## src/pcdcl_defs.svh

```systemverilog
// How it works
// - The aux power enable bit 10 always reads zero and ignores writes.
// - Phantom function enable bit 9 is fixed at zero and reads zero.
// - Extended tag enable bit 8 is fixed at zero and reads zero.
// - Size code bits 7:5, 000 to 101 mean 128 to 4096 bytes, reset 000.
// - Relaxed ordering enable bit 4 is fixed at zero and reads zero.
// - Unsupported requests send nonfatal messages only if bit 3 is set.
// - System error events send fatal messages only if bit 2 is set.
// - System error events send nonfatal messages only if bit 1 is set.
// - System error events send correctable messages only if bit 0 is set.
`ifndef PCDCL_DEFS_SVH
`define PCDCL_DEFS_SVH
`define PCDCL_DEVCTL_OFFSET 12'h098
`define PCDCL_AUXPM_BIT     10
`define PCDCL_PHANTOM_BIT   9
`define PCDCL_EXTTAG_BIT    8
`define PCDCL_MPS_MSB       7
`define PCDCL_MPS_LSB       5
`define PCDCL_RELAX_BIT     4
`define PCDCL_UR_BIT        3
`define PCDCL_FATAL_BIT     2
`define PCDCL_NONFATAL_BIT  1
`define PCDCL_CORR_BIT      0
`define PCDCL_MPS_RESET     3'h0
`define PCDCL_MPS_MAXCODE   3'h5
`define PCDCL_ENABLE_RESET  1'b0
`define PCDCL_LOW_BYTE_LANE 0
`define PCDCL_BYTES_BASE    13'h0080
`endif

```

## src/pcdcl_pkg.sv

```systemverilog
`include "pcdcl_defs.svh"
package pcdcl_pkg;
	typedef logic [2:0]  pcdcl_mps_type;
	typedef logic [10:0] pcdcl_ctl_type;
	typedef logic [12:0] pcdcl_bytes_type;

	// Reserved codes fall back to the smallest size so a bad write stays safe.
	function automatic pcdcl_bytes_type pcdcl_mps_bytes(input pcdcl_mps_type code);
		if (code > `PCDCL_MPS_MAXCODE) begin
			return `PCDCL_BYTES_BASE;
		end
		return pcdcl_bytes_type'(`PCDCL_BYTES_BASE << code);
	endfunction : pcdcl_mps_bytes
endpackage : pcdcl_pkg

```

## src/pcdcl_err_if.sv

```systemverilog
`timescale 1ns/10ps
interface pcdcl_err_if;
	logic urEnable;
	logic fatalEnable;
	logic nonfatalEnable;
	logic corrEnable;
	modport ctrl (output urEnable, output fatalEnable,
		output nonfatalEnable, output corrEnable);
	modport gen (input urEnable, input fatalEnable,
		input nonfatalEnable, input corrEnable);
endinterface : pcdcl_err_if

```

## src/pcdcl_device_control.sv

```systemverilog
`timescale 1ns/10ps
`include "pcdcl_defs.svh"
module pcdcl_device_control (
	input  wire logic        mclk,
	input  wire logic        reset,
	input  wire logic        ce,
	input  wire logic [11:0] cfgAddr,
	input  wire logic        cfgWrite,
	input  wire logic        cfgRead,
	input  wire logic [1:0]  cfgByteEn,
	input  wire logic [15:0] cfgWriteData,
	output logic [10:0]      cfgReadData,
	output logic             cfgReadValid,
	output logic [2:0]       maxPayloadSize,
	output logic [12:0]      maxPayloadBytes,
	input  wire logic        urEvent,
	input  wire logic        fatalEvent,
	input  wire logic        nonfatalEvent,
	input  wire logic        corrEvent,
	output logic             msgFatal,
	output logic             msgNonfatal,
	output logic             msgCorr
);
	pcdcl_pkg::pcdcl_mps_type   mps_reg;
	logic                       urEn_reg;
	logic                       fatalEn_reg;
	logic                       nonfatalEn_reg;
	logic                       corrEn_reg;
	pcdcl_pkg::pcdcl_ctl_type   ctlValue;
	pcdcl_pkg::pcdcl_ctl_type   readData_reg;
	logic                       readValid_reg;
	pcdcl_pkg::pcdcl_bytes_type bytes_reg;
	logic                       hit;
	logic                       lowWrite;

	pcdcl_err_if errIf ();

	assign hit      = (cfgAddr == `PCDCL_DEVCTL_OFFSET);
	// Only the low byte lane holds writable bits; the upper lane is all fixed.
	assign lowWrite = cfgWrite & hit & cfgByteEn[`PCDCL_LOW_BYTE_LANE];

	always_ff @(posedge mclk or posedge reset) begin
		if (reset) begin
			mps_reg <= `PCDCL_MPS_RESET;
		end else if (ce && lowWrite) begin
			mps_reg <= cfgWriteData[`PCDCL_MPS_MSB:`PCDCL_MPS_LSB];
		end
	end

	always_ff @(posedge mclk or posedge reset) begin
		if (reset) begin
			urEn_reg       <= `PCDCL_ENABLE_RESET;
			fatalEn_reg    <= `PCDCL_ENABLE_RESET;
			nonfatalEn_reg <= `PCDCL_ENABLE_RESET;
			corrEn_reg     <= `PCDCL_ENABLE_RESET;
		end else if (ce && lowWrite) begin
			urEn_reg       <= cfgWriteData[`PCDCL_UR_BIT];
			fatalEn_reg    <= cfgWriteData[`PCDCL_FATAL_BIT];
			nonfatalEn_reg <= cfgWriteData[`PCDCL_NONFATAL_BIT];
			corrEn_reg     <= cfgWriteData[`PCDCL_CORR_BIT];
		end
	end

	always_comb begin
		ctlValue = '0;
		ctlValue[`PCDCL_AUXPM_BIT]   = 1'b0;
		ctlValue[`PCDCL_PHANTOM_BIT] = 1'b0;
		ctlValue[`PCDCL_EXTTAG_BIT]  = 1'b0;
		ctlValue[`PCDCL_MPS_MSB:`PCDCL_MPS_LSB] = mps_reg;
		ctlValue[`PCDCL_RELAX_BIT]   = 1'b0;
		ctlValue[`PCDCL_UR_BIT]       = urEn_reg;
		ctlValue[`PCDCL_FATAL_BIT]    = fatalEn_reg;
		ctlValue[`PCDCL_NONFATAL_BIT] = nonfatalEn_reg;
		ctlValue[`PCDCL_CORR_BIT]     = corrEn_reg;
	end

	// Reads of other offsets answer zero so a shared read mux can OR us in.
	always_ff @(posedge mclk or posedge reset) begin
		if (reset) begin
			readData_reg  <= '0;
			readValid_reg <= 1'b0;
		end else if (ce) begin
			readValid_reg <= cfgRead;
			readData_reg  <= (cfgRead && hit) ? ctlValue : '0;
		end
	end

	always_ff @(posedge mclk or posedge reset) begin
		if (reset) begin
			bytes_reg <= `PCDCL_BYTES_BASE;
		end else if (ce) begin
			bytes_reg <= pcdcl_pkg::pcdcl_mps_bytes(mps_reg);
		end
	end

	assign errIf.urEnable       = urEn_reg;
	assign errIf.fatalEnable    = fatalEn_reg;
	assign errIf.nonfatalEnable = nonfatalEn_reg;
	assign errIf.corrEnable     = corrEn_reg;

	pcdcl_err_msg msgGen (
		.mclk          (mclk),
		.reset         (reset),
		.ce            (ce),
		.enables       (errIf),
		.urEvent       (urEvent),
		.fatalEvent    (fatalEvent),
		.nonfatalEvent (nonfatalEvent),
		.corrEvent     (corrEvent),
		.msgFatal      (msgFatal),
		.msgNonfatal   (msgNonfatal),
		.msgCorr       (msgCorr)
	);

	assign cfgReadData     = readData_reg;
	assign cfgReadValid    = readValid_reg;
	assign maxPayloadSize  = mps_reg;
	assign maxPayloadBytes = bytes_reg;

	fixed_bits_a: assert property (@(posedge mclk) disable iff (reset)
		cfgReadValid |-> (cfgReadData[`PCDCL_AUXPM_BIT:`PCDCL_EXTTAG_BIT] == 3'h0
			&& !cfgReadData[`PCDCL_RELAX_BIT]))
		else $error("A fixed zero bit reads as one.");
	phantom_zero_a: assert property (@(posedge mclk) disable iff (reset)
		(ce && cfgRead && hit) |=> !cfgReadData[`PCDCL_PHANTOM_BIT])
		else $error("Phantom function bit reads as one.");
	exttag_zero_a: assert property (
		@(posedge mclk) disable iff (reset)
		(ce && lowWrite && cfgWriteData[`PCDCL_EXTTAG_BIT])
		##1 (ce && cfgRead && hit)
		|=> !cfgReadData[`PCDCL_EXTTAG_BIT])
		else $error("Extended tag bit took a write.");
	mps_write_a: assert property (@(posedge mclk) disable iff (reset)
		(ce && lowWrite) |=> (maxPayloadSize ==
			$past(cfgWriteData[`PCDCL_MPS_MSB:`PCDCL_MPS_LSB])))
		else $error("Payload size field did not take the write.");
	mps_hold_a: assert property (@(posedge mclk) disable iff (reset)
		!(ce && lowWrite) |=> $stable(maxPayloadSize))
		else $error("Payload size changed without a write.");
	relax_zero_a: assert property (@(posedge mclk) disable iff (reset)
		(ce && cfgRead && hit) |=> !cfgReadData[`PCDCL_RELAX_BIT])
		else $error("Relaxed ordering bit reads as one.");
	enable_readback_a: assert property (
		@(posedge mclk) disable iff (reset)
		(ce && lowWrite) ##1 (ce && cfgRead && hit && !cfgWrite)
		|=> (cfgReadData[`PCDCL_UR_BIT:`PCDCL_CORR_BIT] ==
			$past(cfgWriteData[`PCDCL_UR_BIT:`PCDCL_CORR_BIT], 2)))
		else $error("Report enables do not read back the last write.");
	upper_lane_a: assert property (@(posedge mclk) disable iff (reset)
		(ce && cfgWrite && hit && !cfgByteEn[`PCDCL_LOW_BYTE_LANE])
		|=> $stable({urEn_reg, fatalEn_reg, nonfatalEn_reg, corrEn_reg, mps_reg}))
		else $error("Upper lane write altered an enable.");
	read_valid_a: assert property (
		@(posedge mclk) disable iff (reset)
		ce |=> (cfgReadValid == $past(cfgRead)))
		else $error("Read valid does not follow the read request.");
	miss_read_a: assert property (
		@(posedge mclk) disable iff (reset)
		(ce && cfgRead && !hit) |=> (cfgReadData == '0))
		else $error("A read of another offset returned data.");
	ce_freeze_a: assert property (
		@(posedge mclk) disable iff (reset)
		!ce |=> ($stable(ctlValue) && $stable(cfgReadData)
			&& $stable(cfgReadValid) && $stable(maxPayloadBytes)))
		else $error("State moved while the clock enable was low.");
	field_read_a: assert property (
		@(posedge mclk) disable iff (reset)
		(ce && cfgRead && hit) |=>
			(cfgReadData[`PCDCL_MPS_MSB:`PCDCL_MPS_LSB] == $past(maxPayloadSize)))
		else $error("Payload size field does not read back.");
	bytes_decode_a: assert property (
		@(posedge mclk) disable iff (reset)
		(ce && maxPayloadSize <= `PCDCL_MPS_MAXCODE) |=>
			(maxPayloadBytes == (`PCDCL_BYTES_BASE << $past(maxPayloadSize))))
		else $error("Payload byte count does not match its code.");
	bytes_reserved_a: assert property (
		@(posedge mclk) disable iff (reset)
		(ce && maxPayloadSize > `PCDCL_MPS_MAXCODE) |=>
			(maxPayloadBytes == `PCDCL_BYTES_BASE))
		else $error("Reserved payload code did not give the smallest size.");
	aux_write_a: assert property (
		@(posedge mclk) disable iff (reset)
		(ce && lowWrite && cfgWriteData[`PCDCL_AUXPM_BIT])
		##1 (ce && cfgRead && hit) |=> !cfgReadData[`PCDCL_AUXPM_BIT])
		else $error("Aux power enable bit took a write.");
	phantom_write_a: assert property (
		@(posedge mclk) disable iff (reset)
		(ce && lowWrite && cfgWriteData[`PCDCL_PHANTOM_BIT])
		##1 (ce && cfgRead && hit) |=> !cfgReadData[`PCDCL_PHANTOM_BIT])
		else $error("Phantom function bit took a write.");
	relax_write_a: assert property (
		@(posedge mclk) disable iff (reset)
		(ce && lowWrite && cfgWriteData[`PCDCL_RELAX_BIT])
		##1 (ce && cfgRead && hit) |=> !cfgReadData[`PCDCL_RELAX_BIT])
		else $error("Relaxed ordering bit took a write.");
	ur_write_a: assert property (
		@(posedge mclk) disable iff (reset)
		(ce && lowWrite) |=>
			(urEn_reg == $past(cfgWriteData[`PCDCL_UR_BIT])))
		else $error("Unsupported request enable did not take the write.");
	fatal_write_a: assert property (
		@(posedge mclk) disable iff (reset)
		(ce && lowWrite) |=>
			(fatalEn_reg == $past(cfgWriteData[`PCDCL_FATAL_BIT])))
		else $error("Fatal report enable did not take the write.");
	nonfatal_write_a: assert property (
		@(posedge mclk) disable iff (reset)
		(ce && lowWrite) |=>
			(nonfatalEn_reg == $past(cfgWriteData[`PCDCL_NONFATAL_BIT])))
		else $error("Nonfatal report enable did not take the write.");
	corr_write_a: assert property (
		@(posedge mclk) disable iff (reset)
		(ce && lowWrite) |=>
			(corrEn_reg == $past(cfgWriteData[`PCDCL_CORR_BIT])))
		else $error("Correctable report enable did not take the write.");
endmodule : pcdcl_device_control

```

## src/pcdcl_err_msg.sv

```systemverilog
`timescale 1ns/10ps
`include "pcdcl_defs.svh"
module pcdcl_err_msg (
	input  wire logic  mclk,
	input  wire logic  reset,
	input  wire logic  ce,
	pcdcl_err_if.gen   enables,
	input  wire logic  urEvent,
	input  wire logic  fatalEvent,
	input  wire logic  nonfatalEvent,
	input  wire logic  corrEvent,
	output logic       msgFatal,
	output logic       msgNonfatal,
	output logic       msgCorr
);
	logic msgFatal_reg;
	logic msgNonfatal_reg;
	logic msgCorr_reg;
	logic msgNonfatal_next;

	// An unsupported request and a nonfatal event in one cycle share one message.
	always_comb begin
		msgNonfatal_next = (urEvent & enables.urEnable) |
			(nonfatalEvent & enables.nonfatalEnable);
	end

	always_ff @(posedge mclk or posedge reset) begin
		if (reset) begin
			msgFatal_reg    <= 1'b0;
			msgNonfatal_reg <= 1'b0;
			msgCorr_reg     <= 1'b0;
		end else if (ce) begin
			msgFatal_reg    <= fatalEvent & enables.fatalEnable;
			msgNonfatal_reg <= msgNonfatal_next;
			msgCorr_reg     <= corrEvent & enables.corrEnable;
		end
	end

	assign msgFatal    = msgFatal_reg;
	assign msgNonfatal = msgNonfatal_reg;
	assign msgCorr     = msgCorr_reg;

	fatal_gate_a: assert property (@(posedge mclk) disable iff (reset)
		ce |=> (msgFatal == $past(fatalEvent & enables.fatalEnable)))
		else $error("Fatal message does not follow its gated event.");
	corr_gate_a: assert property (@(posedge mclk) disable iff (reset)
		(ce && !enables.corrEnable) |=> !msgCorr)
		else $error("Correctable message sent while disabled.");
	ur_report_a: assert property (@(posedge mclk) disable iff (reset)
		(ce && urEvent && enables.urEnable) |=> msgNonfatal)
		else $error("Unsupported request was not reported.");
	nonfatal_gate_a: assert property (@(posedge mclk) disable iff (reset)
		(ce && !(urEvent && enables.urEnable) && !enables.nonfatalEnable)
		|=> !msgNonfatal)
		else $error("Nonfatal message sent while disabled.");
endmodule : pcdcl_err_msg

```

## config.mk

```make
export PLATFORM = sky130hd
export DESIGN_NAME = pcdcl_device_control
export DESIGN_NICKNAME = d
export VERILOG_FILES = /design/src/pcdcl_pkg.sv /design/src/pcdcl_err_if.sv /design/src/pcdcl_device_control.sv /design/src/pcdcl_err_msg.sv
export VERILOG_INCLUDE_DIRS = /design/src
export SDC_FILE = /design/constraint.sdc
export NUM_CORES = 1
export LEC_CHECK = 0
export BUFFER_PORTS_ARGS = -buffer_cell sky130_fd_sc_hd__buf_2
export CORE_AREA = 3 3 58 60
export DETAILED_ROUTE_END_ITERATION = 10
export DIE_AREA = 0 0 61 63
export PLACE_DENSITY = 0.73
export SETUP_SLACK_MARGIN = 0.05
export SYNTH_ARGS = -nofsm -noshare
export SYNTH_HDL_FRONTEND = slang
export SYNTH_SLANG_ARGS = --single-unit
```

## constraint.sdc

```tcl
create_clock -name mclk -period 2.3 [get_ports mclk]
set_input_delay 0.23 -clock mclk [delete_from_list [all_inputs] [get_ports mclk]]
set_output_delay 0.23 -clock mclk [all_outputs]
set_load 0.1 [all_outputs]
```

==> impl_results.md, run 1 <==
- Placeable core region: approximately 0.003 mm2
- Number of antenna repair diodes: 0
- Setup slack after layout: 0.777 ns
- Count of TritonRoute iterations in the first routing pass: 2
- Die footprint: just under 0.004 mm2
- Syn avg cell area: ~11 um2
- Crit-path cells: buf_2
- Crit path max fanout: 8
- Type of the setup path with the least slack: register to output port
- # DRC: 0
- Worst endpoint required time: 2.07 ns
- Register area: around 600 um2
- Initial cell density of the core: 38.2%
- Post-Synthesis Cell Area: roughly 0.0011 mm2
- RSZ-0062 raised after global routing: no
- Worst slew margin relative to its limit: about two fifths
- Die X-Extent: around 61 um
- Status: complete, no violations
- Max reg flops: 7
- Total count of max-transition violations in the final report: 0
- Nature of the critical path endpoint: output port
- Average wire per cell in the routed design: about 13 um
- Total buffers and inverters traversed by the critical path: 1
- Via count of the first global-routing pass: 862
- Pre-CTS setup slack: a little over 0.7 ns
- Filler Cells Inserted: 293
- CTS Buf Count: 3
- Die H: approximately 63 um
- Post-Syn Instances: 104
- Largest net degree at the start of global routing: 26
- Antenna-violating nets left: 0
- Register bit count reported by yosys: 24
- Total routing usage reported by global routing: between 10% and 20%
- First-pass GRT wire length: a little under 4 mm
- Post-CTS Resized: 0
- Sink count of the clock tree: 24
- Estimated wirelength of the detail-placed design: between 1.5 and 2 mm
- Share of post-route cells with drive strength above 1: 43.4%
- Post-CTS clock slew at the launch and capture registers of the worst setup and hold paths: between 0.1 and 0.15 ns
- TNS Setup: 0 ns
- Placer congestion estimate: roughly 0.67
- Clock tree from TritonCTS: done
- Cell area power density: 622 mW/mm2
- Maximum frequency from static timing analysis: around 0.66 GHz
- # Max-Cap Violations: 0
- Worst setup SP type: register
- Fin. Hold Viols: 0
- Clk Tree Root Cell: sky130_fd_sc_hd__clkbuf_4
- Warnings from Yosys: 0
- Shortest period the worst path allows: approximately 1.5 ns
- Largest incremental delay on the critical path: 0.50 ns
- Tcrit/Tclk final: between 60% and 70%
- Setup clock skew after layout: around 0.0063 ns
- Share of the synthesized area in the top cell type: roughly half
- Most used flip-flop cell after synthesis: sky130_fd_sc_hd__dfrtp_1
- Overall routed net length: between 2 and 2.5 mm
- Max stage delay cell, worst path: sky130_fd_sc_hd__dfrtp_1
- Multi-input combinational cell area: roughly 400 um2
- Number of synthesized flops with an enable pin: 0
- Critical path arrival: approximately 1.3 ns
- Initial antenna violation count: 0
- Setup violation total in the final timing report: 0
- Post-synthesis sequential area ratio: 52.9%
- Initial drt markers: 11
- I/O pin total: 70
- Number of input and output port buffers inserted: 48
- Number of setup buffers added after CTS: 0
- Top delay family on crit path: flip-flops
- Number of vias per cell after detailed routing: approximately 4.7
- Total vias in the final route: 870
- LEAKAGE: about 0.75 nW
- Leading cell types by total area after synthesis: sky130_fd_sc_hd__dfrtp_1, sky130_fd_sc_hd__buf_4, sky130_fd_sc_hd__inv_1
- Buffers from clock root to sink, at most: 2
- CTS Hold Buffers Added: 0
- Worst VDD drop: roughly 0.33 mV
- Latest clock arrival within the worst-skew pair: approximately 0.31 ns
- Class of the tightest hold or removal check: input pin to async pin
- Overflow left after global routing: 0
- Row Count: 20
- NumNets Final: about 190
- Worst hold margin: around 0.078 ns
- Largest area contributor in the netlist: sky130_fd_sc_hd__dfrtp_1
- Area added between synthesis and finish: 24.3%
- H-tree levels: 1
- Slew @ Worst Pin: between 0.8 and 0.9 ns
- Cell variety after synth: 25
- Share of synthesized registers carrying an async set or reset: 100%
## metrics by stage
| step | util (%) | area [um2] | instances | power (W) |
|---|---|---|---|---|
| after floorplan | - | 1180 | 114 | 0.000571 |
| after global placement | 45.8 | 1360 | 181 | 0.000588 |
| after detailed placement | 45.8 | 1360 | 181 | 0.000590 |
| after CTS | 47.5 | 1420 | 185 | 0.000889 |
| after global routing | 47.5 | 1420 | 185 | 0.000915 |
| final | 47.5 | 1420 | 185 | 0.000880 |
## final timing paths
check | from | end | slack, ns | cells past startpoint
setup / recovery | maxPayloadSize[1]$_DFFE_PP0P_ | maxPayloadSize[1] | 0.78 | 1
hold / removal | reset | corrEn_reg$_DFFE_PP0P_ | 0.08 | 2
setup reg to reg | maxPayloadSize[1]$_DFFE_PP0P_ | maxPayloadBytes[8]$_DFFE_PP0P_ | 1.22 | 3
hold reg to reg | maxPayloadBytes[7]$_DFFE_PP1P_ | maxPayloadBytes[7]$_DFFE_PP1P_ | 0.50 | 2
max in group asynchronous | reset | maxPayloadBytes[10]$_DFFE_PP0P_ | 1.67 | 2
min in group mclk | cfgWriteData[7] | maxPayloadSize[2]$_DFFE_PP0P_ | 0.14 | 2
## metal layers
metal | global-route usage, % | share of wire, % | vias up | wire length, um
li1 | - | - | 418 | -
met5 | 0 | 0 | - | 0
met4 | 2.44 | 0.33 | 0 | 8
met3 | 3.51 | 9.2 | 2 | 219
met2 | 24.3 | 49 | 47 | 1170
met1 | 15.1 | 42 | 403 | 994
## layout by cell type, fill, tap and decap left out, types with 2 or more instances in the layout
| cell type | netlist | final |
|---|---|---|
| sky130_fd_sc_hd__nand2b_1 | 2 | 2 |
| sky130_fd_sc_hd__nor2_1 | 4 | 4 |
| sky130_fd_sc_hd__clkbuf_4 | 0 | 3 |
| sky130_fd_sc_hd__dfrtp_1 | 23 | 23 |
| sky130_fd_sc_hd__inv_1 | 21 | 21 |
| sky130_fd_sc_hd__conb_1 | 1 | 11 |
| sky130_fd_sc_hd__o22ai_1 | 9 | 9 |
| sky130_fd_sc_hd__mux2_4 | 2 | 2 |
| sky130_fd_sc_hd__mux2_2 | 7 | 7 |
| sky130_fd_sc_hd__a21oi_1 | 3 | 3 |
| sky130_fd_sc_hd__o21ai_0 | 3 | 3 |
| sky130_fd_sc_hd__nand2_1 | 3 | 3 |
| sky130_fd_sc_hd__buf_2 | 1 | 48 |
| sky130_fd_sc_hd__nand3_1 | 2 | 2 |
## cell families (layout without fill, tap and decap cells)
| kind of cell | Yosys count | after routing | synth area share [%] |
|---|---|---|---|
| buffers and inverters | 35 | 73 | 15.3 |
| flip-flops | 24 | 24 | 52.9 |
| AND/OR/NAND/NOR | 18 | 18 | 13.0 |
| AO/OA/AOI/OAI | 17 | 17 | 9.01 |
| multiplexers | 9 | 9 | 9.56 |
| other | 1 | 11 | 0.329 |
## cell type report
class / instances / share of cell area (%)
sequential: 24 / 42.5
multi-input combinational: 55 / 28.3
timing repair buffer: 48 / 17.0
inverter: 21 / 5.57
tap: 33 / 2.92
clock inverter: 1 / 2.12
clock buffer: 3 / 1.59
## where the power goes
group	internal [W]	switching (W)	leakage, nW
combinational	0.0000248	0.000129	0.398
clock	0.000176	0.000124	0.0279
sequential	0.000425	0.00000174	0.329
total	0.000626	0.000254	0.754
## cells in the mapped netlist, types with 3 or more instances
master                    number
sky130_fd_sc_hd__dfrtp_1      23
sky130_fd_sc_hd__o22ai_1       9
sky130_fd_sc_hd__inv_1        21
sky130_fd_sc_hd__o21ai_0       3
sky130_fd_sc_hd__nor2_1        4
sky130_fd_sc_hd__a21oi_1       3
sky130_fd_sc_hd__nand2_1       3
sky130_fd_sc_hd__mux2_2        7
sky130_fd_sc_hd__buf_4        11
Power figures use the tool's default switching activity.
==> run 2: changes to the inputs <==
==> constraint.sdc (replaced) <==
create_clock -name mclk -period 1.5 [get_ports mclk]
set_input_delay 0.15 -clock mclk [delete_from_list [all_inputs] [get_ports mclk]]
set_output_delay 0.15 -clock mclk [all_outputs]
set_load 0.1 [all_outputs]
==> impl_results.md, run 2 (synthesis gave the netlist of run 1 again) <==
- Number of setup buffers added after CTS: 0 (unchanged)
- Estimated wirelength of the detail-placed design: 1.85 mm (+0.60%)
- Total routing usage reported by global routing: 13.5% (+0.22 points)
- LEAKAGE: 0.769 nW (+2.0%)
- Count of TritonRoute iterations in the first routing pass: 2 (unchanged)
- Crit-path cells: buf_2
- Worst endpoint required time: 1.35 ns (-0.72 ns)
- Share of post-route cells with drive strength above 1: 46.2% (+2.7 points)
- Maximum frequency from static timing analysis: 0.728 GHz
- Antenna-violating nets left: 0 (unchanged)
- Average wire per cell in the routed design: 12.6 um (-2.3%)
- Placeable core region: 0.00298 mm2 (unchanged)
- Total vias in the final route: 858 (-1.4%)
- CTS Buf Count: 3 (unchanged)
- Die X-Extent: 61 um (unchanged)
- Worst slew margin relative to its limit: 64.2% (+23 points)
- Initial cell density of the core: 38.2% (unchanged)
- Die H: 63 um (unchanged)
- Class of the tightest hold or removal check: input pin to register
- Worst VDD drop: 0.453 mV (+37%)
- Sink count of the clock tree: 24 (unchanged)
- Placer congestion estimate: 0.713 (+6.1%)
- Critical path arrival: 1.22 ns (-0.07 ns)
- Fin. Hold Viols: 0 (unchanged)
- Latest clock arrival within the worst-skew pair: 0.31 ns (about the same)
- Overall routed net length: 2.39 mm (-0.17%)
- Shortest period the worst path allows: 1.37 ns
- Area added between synthesis and finish: 27.7%
- Initial drt markers: 22 (+11)
- Most common cell after layout, fill and taps aside: sky130_fd_sc_hd__buf_2
- RSZ-0062 raised after global routing: no
- Multi-input combinational cell area: 400 um2 (unchanged)
- Initial antenna violation count: 0 (unchanged)
- Register area: 606 um2 (+0.62%)
- Setup violation total in the final timing report: 0 (unchanged)
- Clock tree from TritonCTS: done
- Post-CTS clock slew at the launch and capture registers of the worst setup and hold paths: 0.13 ns (about the same)
- Clk Tree Root Cell: sky130_fd_sc_hd__clkbuf_4
- Type of the setup path with the least slack: register to output port
- Buffers from clock root to sink, at most: 2 (unchanged)
- I/O pin total: 70 (unchanged)
- Setup clock skew after layout: 0.00511 ns (-0.00121 ns)
- NumNets Final: 196 (+2.1%)
- Number of input and output port buffers inserted: 48 (unchanged)
- Max stage delay cell, worst path: sky130_fd_sc_hd__dfrtp_2
- Tcrit/Tclk final: 91.6%
- Largest incremental delay on the critical path: 0.46 ns (-0.04 ns)
- Overflow left after global routing: 0 (unchanged)
- Nature of the critical path endpoint: output port
- Filler Cells Inserted: 273 (-6.8%)
- Worst setup SP type: register
- Top delay family on crit path: flip-flops
- # DRC: 0 (unchanged)
- First-pass GRT wire length: 4.00 mm (+2.9%)
- Cell area power density: 936 mW/mm2 (+50%)
- Utilization of the core after routing: 48.8% (+1.3 points)
- TNS Setup: 0 ns (unchanged)
- Total buffers and inverters traversed by the critical path: 1 (unchanged)
- Status: complete, no violations
- Die footprint: 0.00384 mm2 (unchanged)
- Total count of max-transition violations in the final report: 0 (unchanged)
- Largest net degree at the start of global routing: 25 (-3.8%)
- Slew @ Worst Pin: 0.537 ns (-0.348 ns)
- Row Count: 20 (unchanged)
- Number of vias per cell after detailed routing: 4.54 (-3.5%)
- Crit path max fanout: 8 (unchanged)
- # Max-Cap Violations: 0 (unchanged)
- H-tree levels: 1 (unchanged)
- Highest-count cells in the layout ignoring fill and taps: sky130_fd_sc_hd__buf_2, sky130_fd_sc_hd__inv_1, sky130_fd_sc_hd__dfrtp_1
- Via count of the first global-routing pass: 904 (+4.9%)
- Number of antenna repair diodes: 0 (unchanged)
- Max reg flops: 7 (unchanged)
-- run 2: cell types whose count changed in the layout (fill, tap and decap cells not counted) --
| cell | delta |
|---|---|
| sky130_fd_sc_hd__buf_4 | +4 |
| sky130_fd_sc_hd__dfrtp_1 | -3 |
| sky130_fd_sc_hd__dlygate4sd3_1 | +1 |
| sky130_fd_sc_hd__buf_2 | -1 |
| sky130_fd_sc_hd__dfrtp_2 | +3 |
-- run 2: final timing paths --
path | startpoint | to | slack [ns] | depth (start not counted)
hold reg to reg | maxPayloadBytes[7]$_DFFE_PP1P_ | maxPayloadBytes[7]$_DFFE_PP1P_ | 0.51 | 2
setup reg to reg | maxPayloadSize[2]$_DFFE_PP0P_ | maxPayloadBytes[9]$_DFFE_PP0P_ | 0.50 | 3
min in group asynchronous | reset | cfgReadData[7]$_DFFE_PP0P_ | 0.41 | 3
hold / removal | cfgWriteData[7] | maxPayloadSize[2]$_DFFE_PP0P_ | 0.06 | 2
max in group asynchronous | reset | corrEn_reg$_DFFE_PP0P_ | 0.53 | 4
setup / recovery | maxPayloadSize[1]$_DFFE_PP0P_ | maxPayloadSize[1] | 0.13 | 1
-- run 2: where the power goes --
group	total [W]	internal (W)	switching, W	leakage [nW]
Combinational	0.000243	0.0000433	0.000199	0.418
Clock	0.000464	0.000270	0.000194	0.0279
Sequential	0.000655	0.000652	0.00000275	0.324
-- run 2: what timing repair did --
item	CTS	global route
hold buffers	1	0
gates resized for setup	1	0
endpoints found under the hold margin	12	0
endpoints found under the setup margin	1	0
-- run 2: per-stage QoR --
step	hold WS, ns	total power [W]	instance area (um2)	setup WS (ns)	std cells
3_3_place_gp	0.210	0.000905	1390	0.175	184
6_report	0.0563	0.00136	1450	0.127	189
3_5_place_dp	0.225	0.000909	1390	0.140	184
2_1_floorplan	0.164	0.000875	1180	0.178	114
5_1_grt	0.0296	0.00142	1450	0.0821	189
4_1_cts	0.0441	0.00139	1450	0.112	189
-- run 2: per-layer routing --
| layer | GRT usage [%] | wire length [um] |
|---|---|---|
| met4 | 3.25 | 0 |
| met5 | 0 | 0 |
| met3 | 2.48 | 181 |
| met1 | 16.2 | 1010 |
| met2 | 24.2 | 1200 |
-- run 2: cell type report --
class	instances	area share [%]
Clock buffer	3	1.55
Clock inverter	1	2.07
Inverter	21	5.42
Multi-Input combinational cell	55	27.5
Sequential cell	24	41.7
Tap cell	33	2.84
Timing Repair Buffer	52	18.9
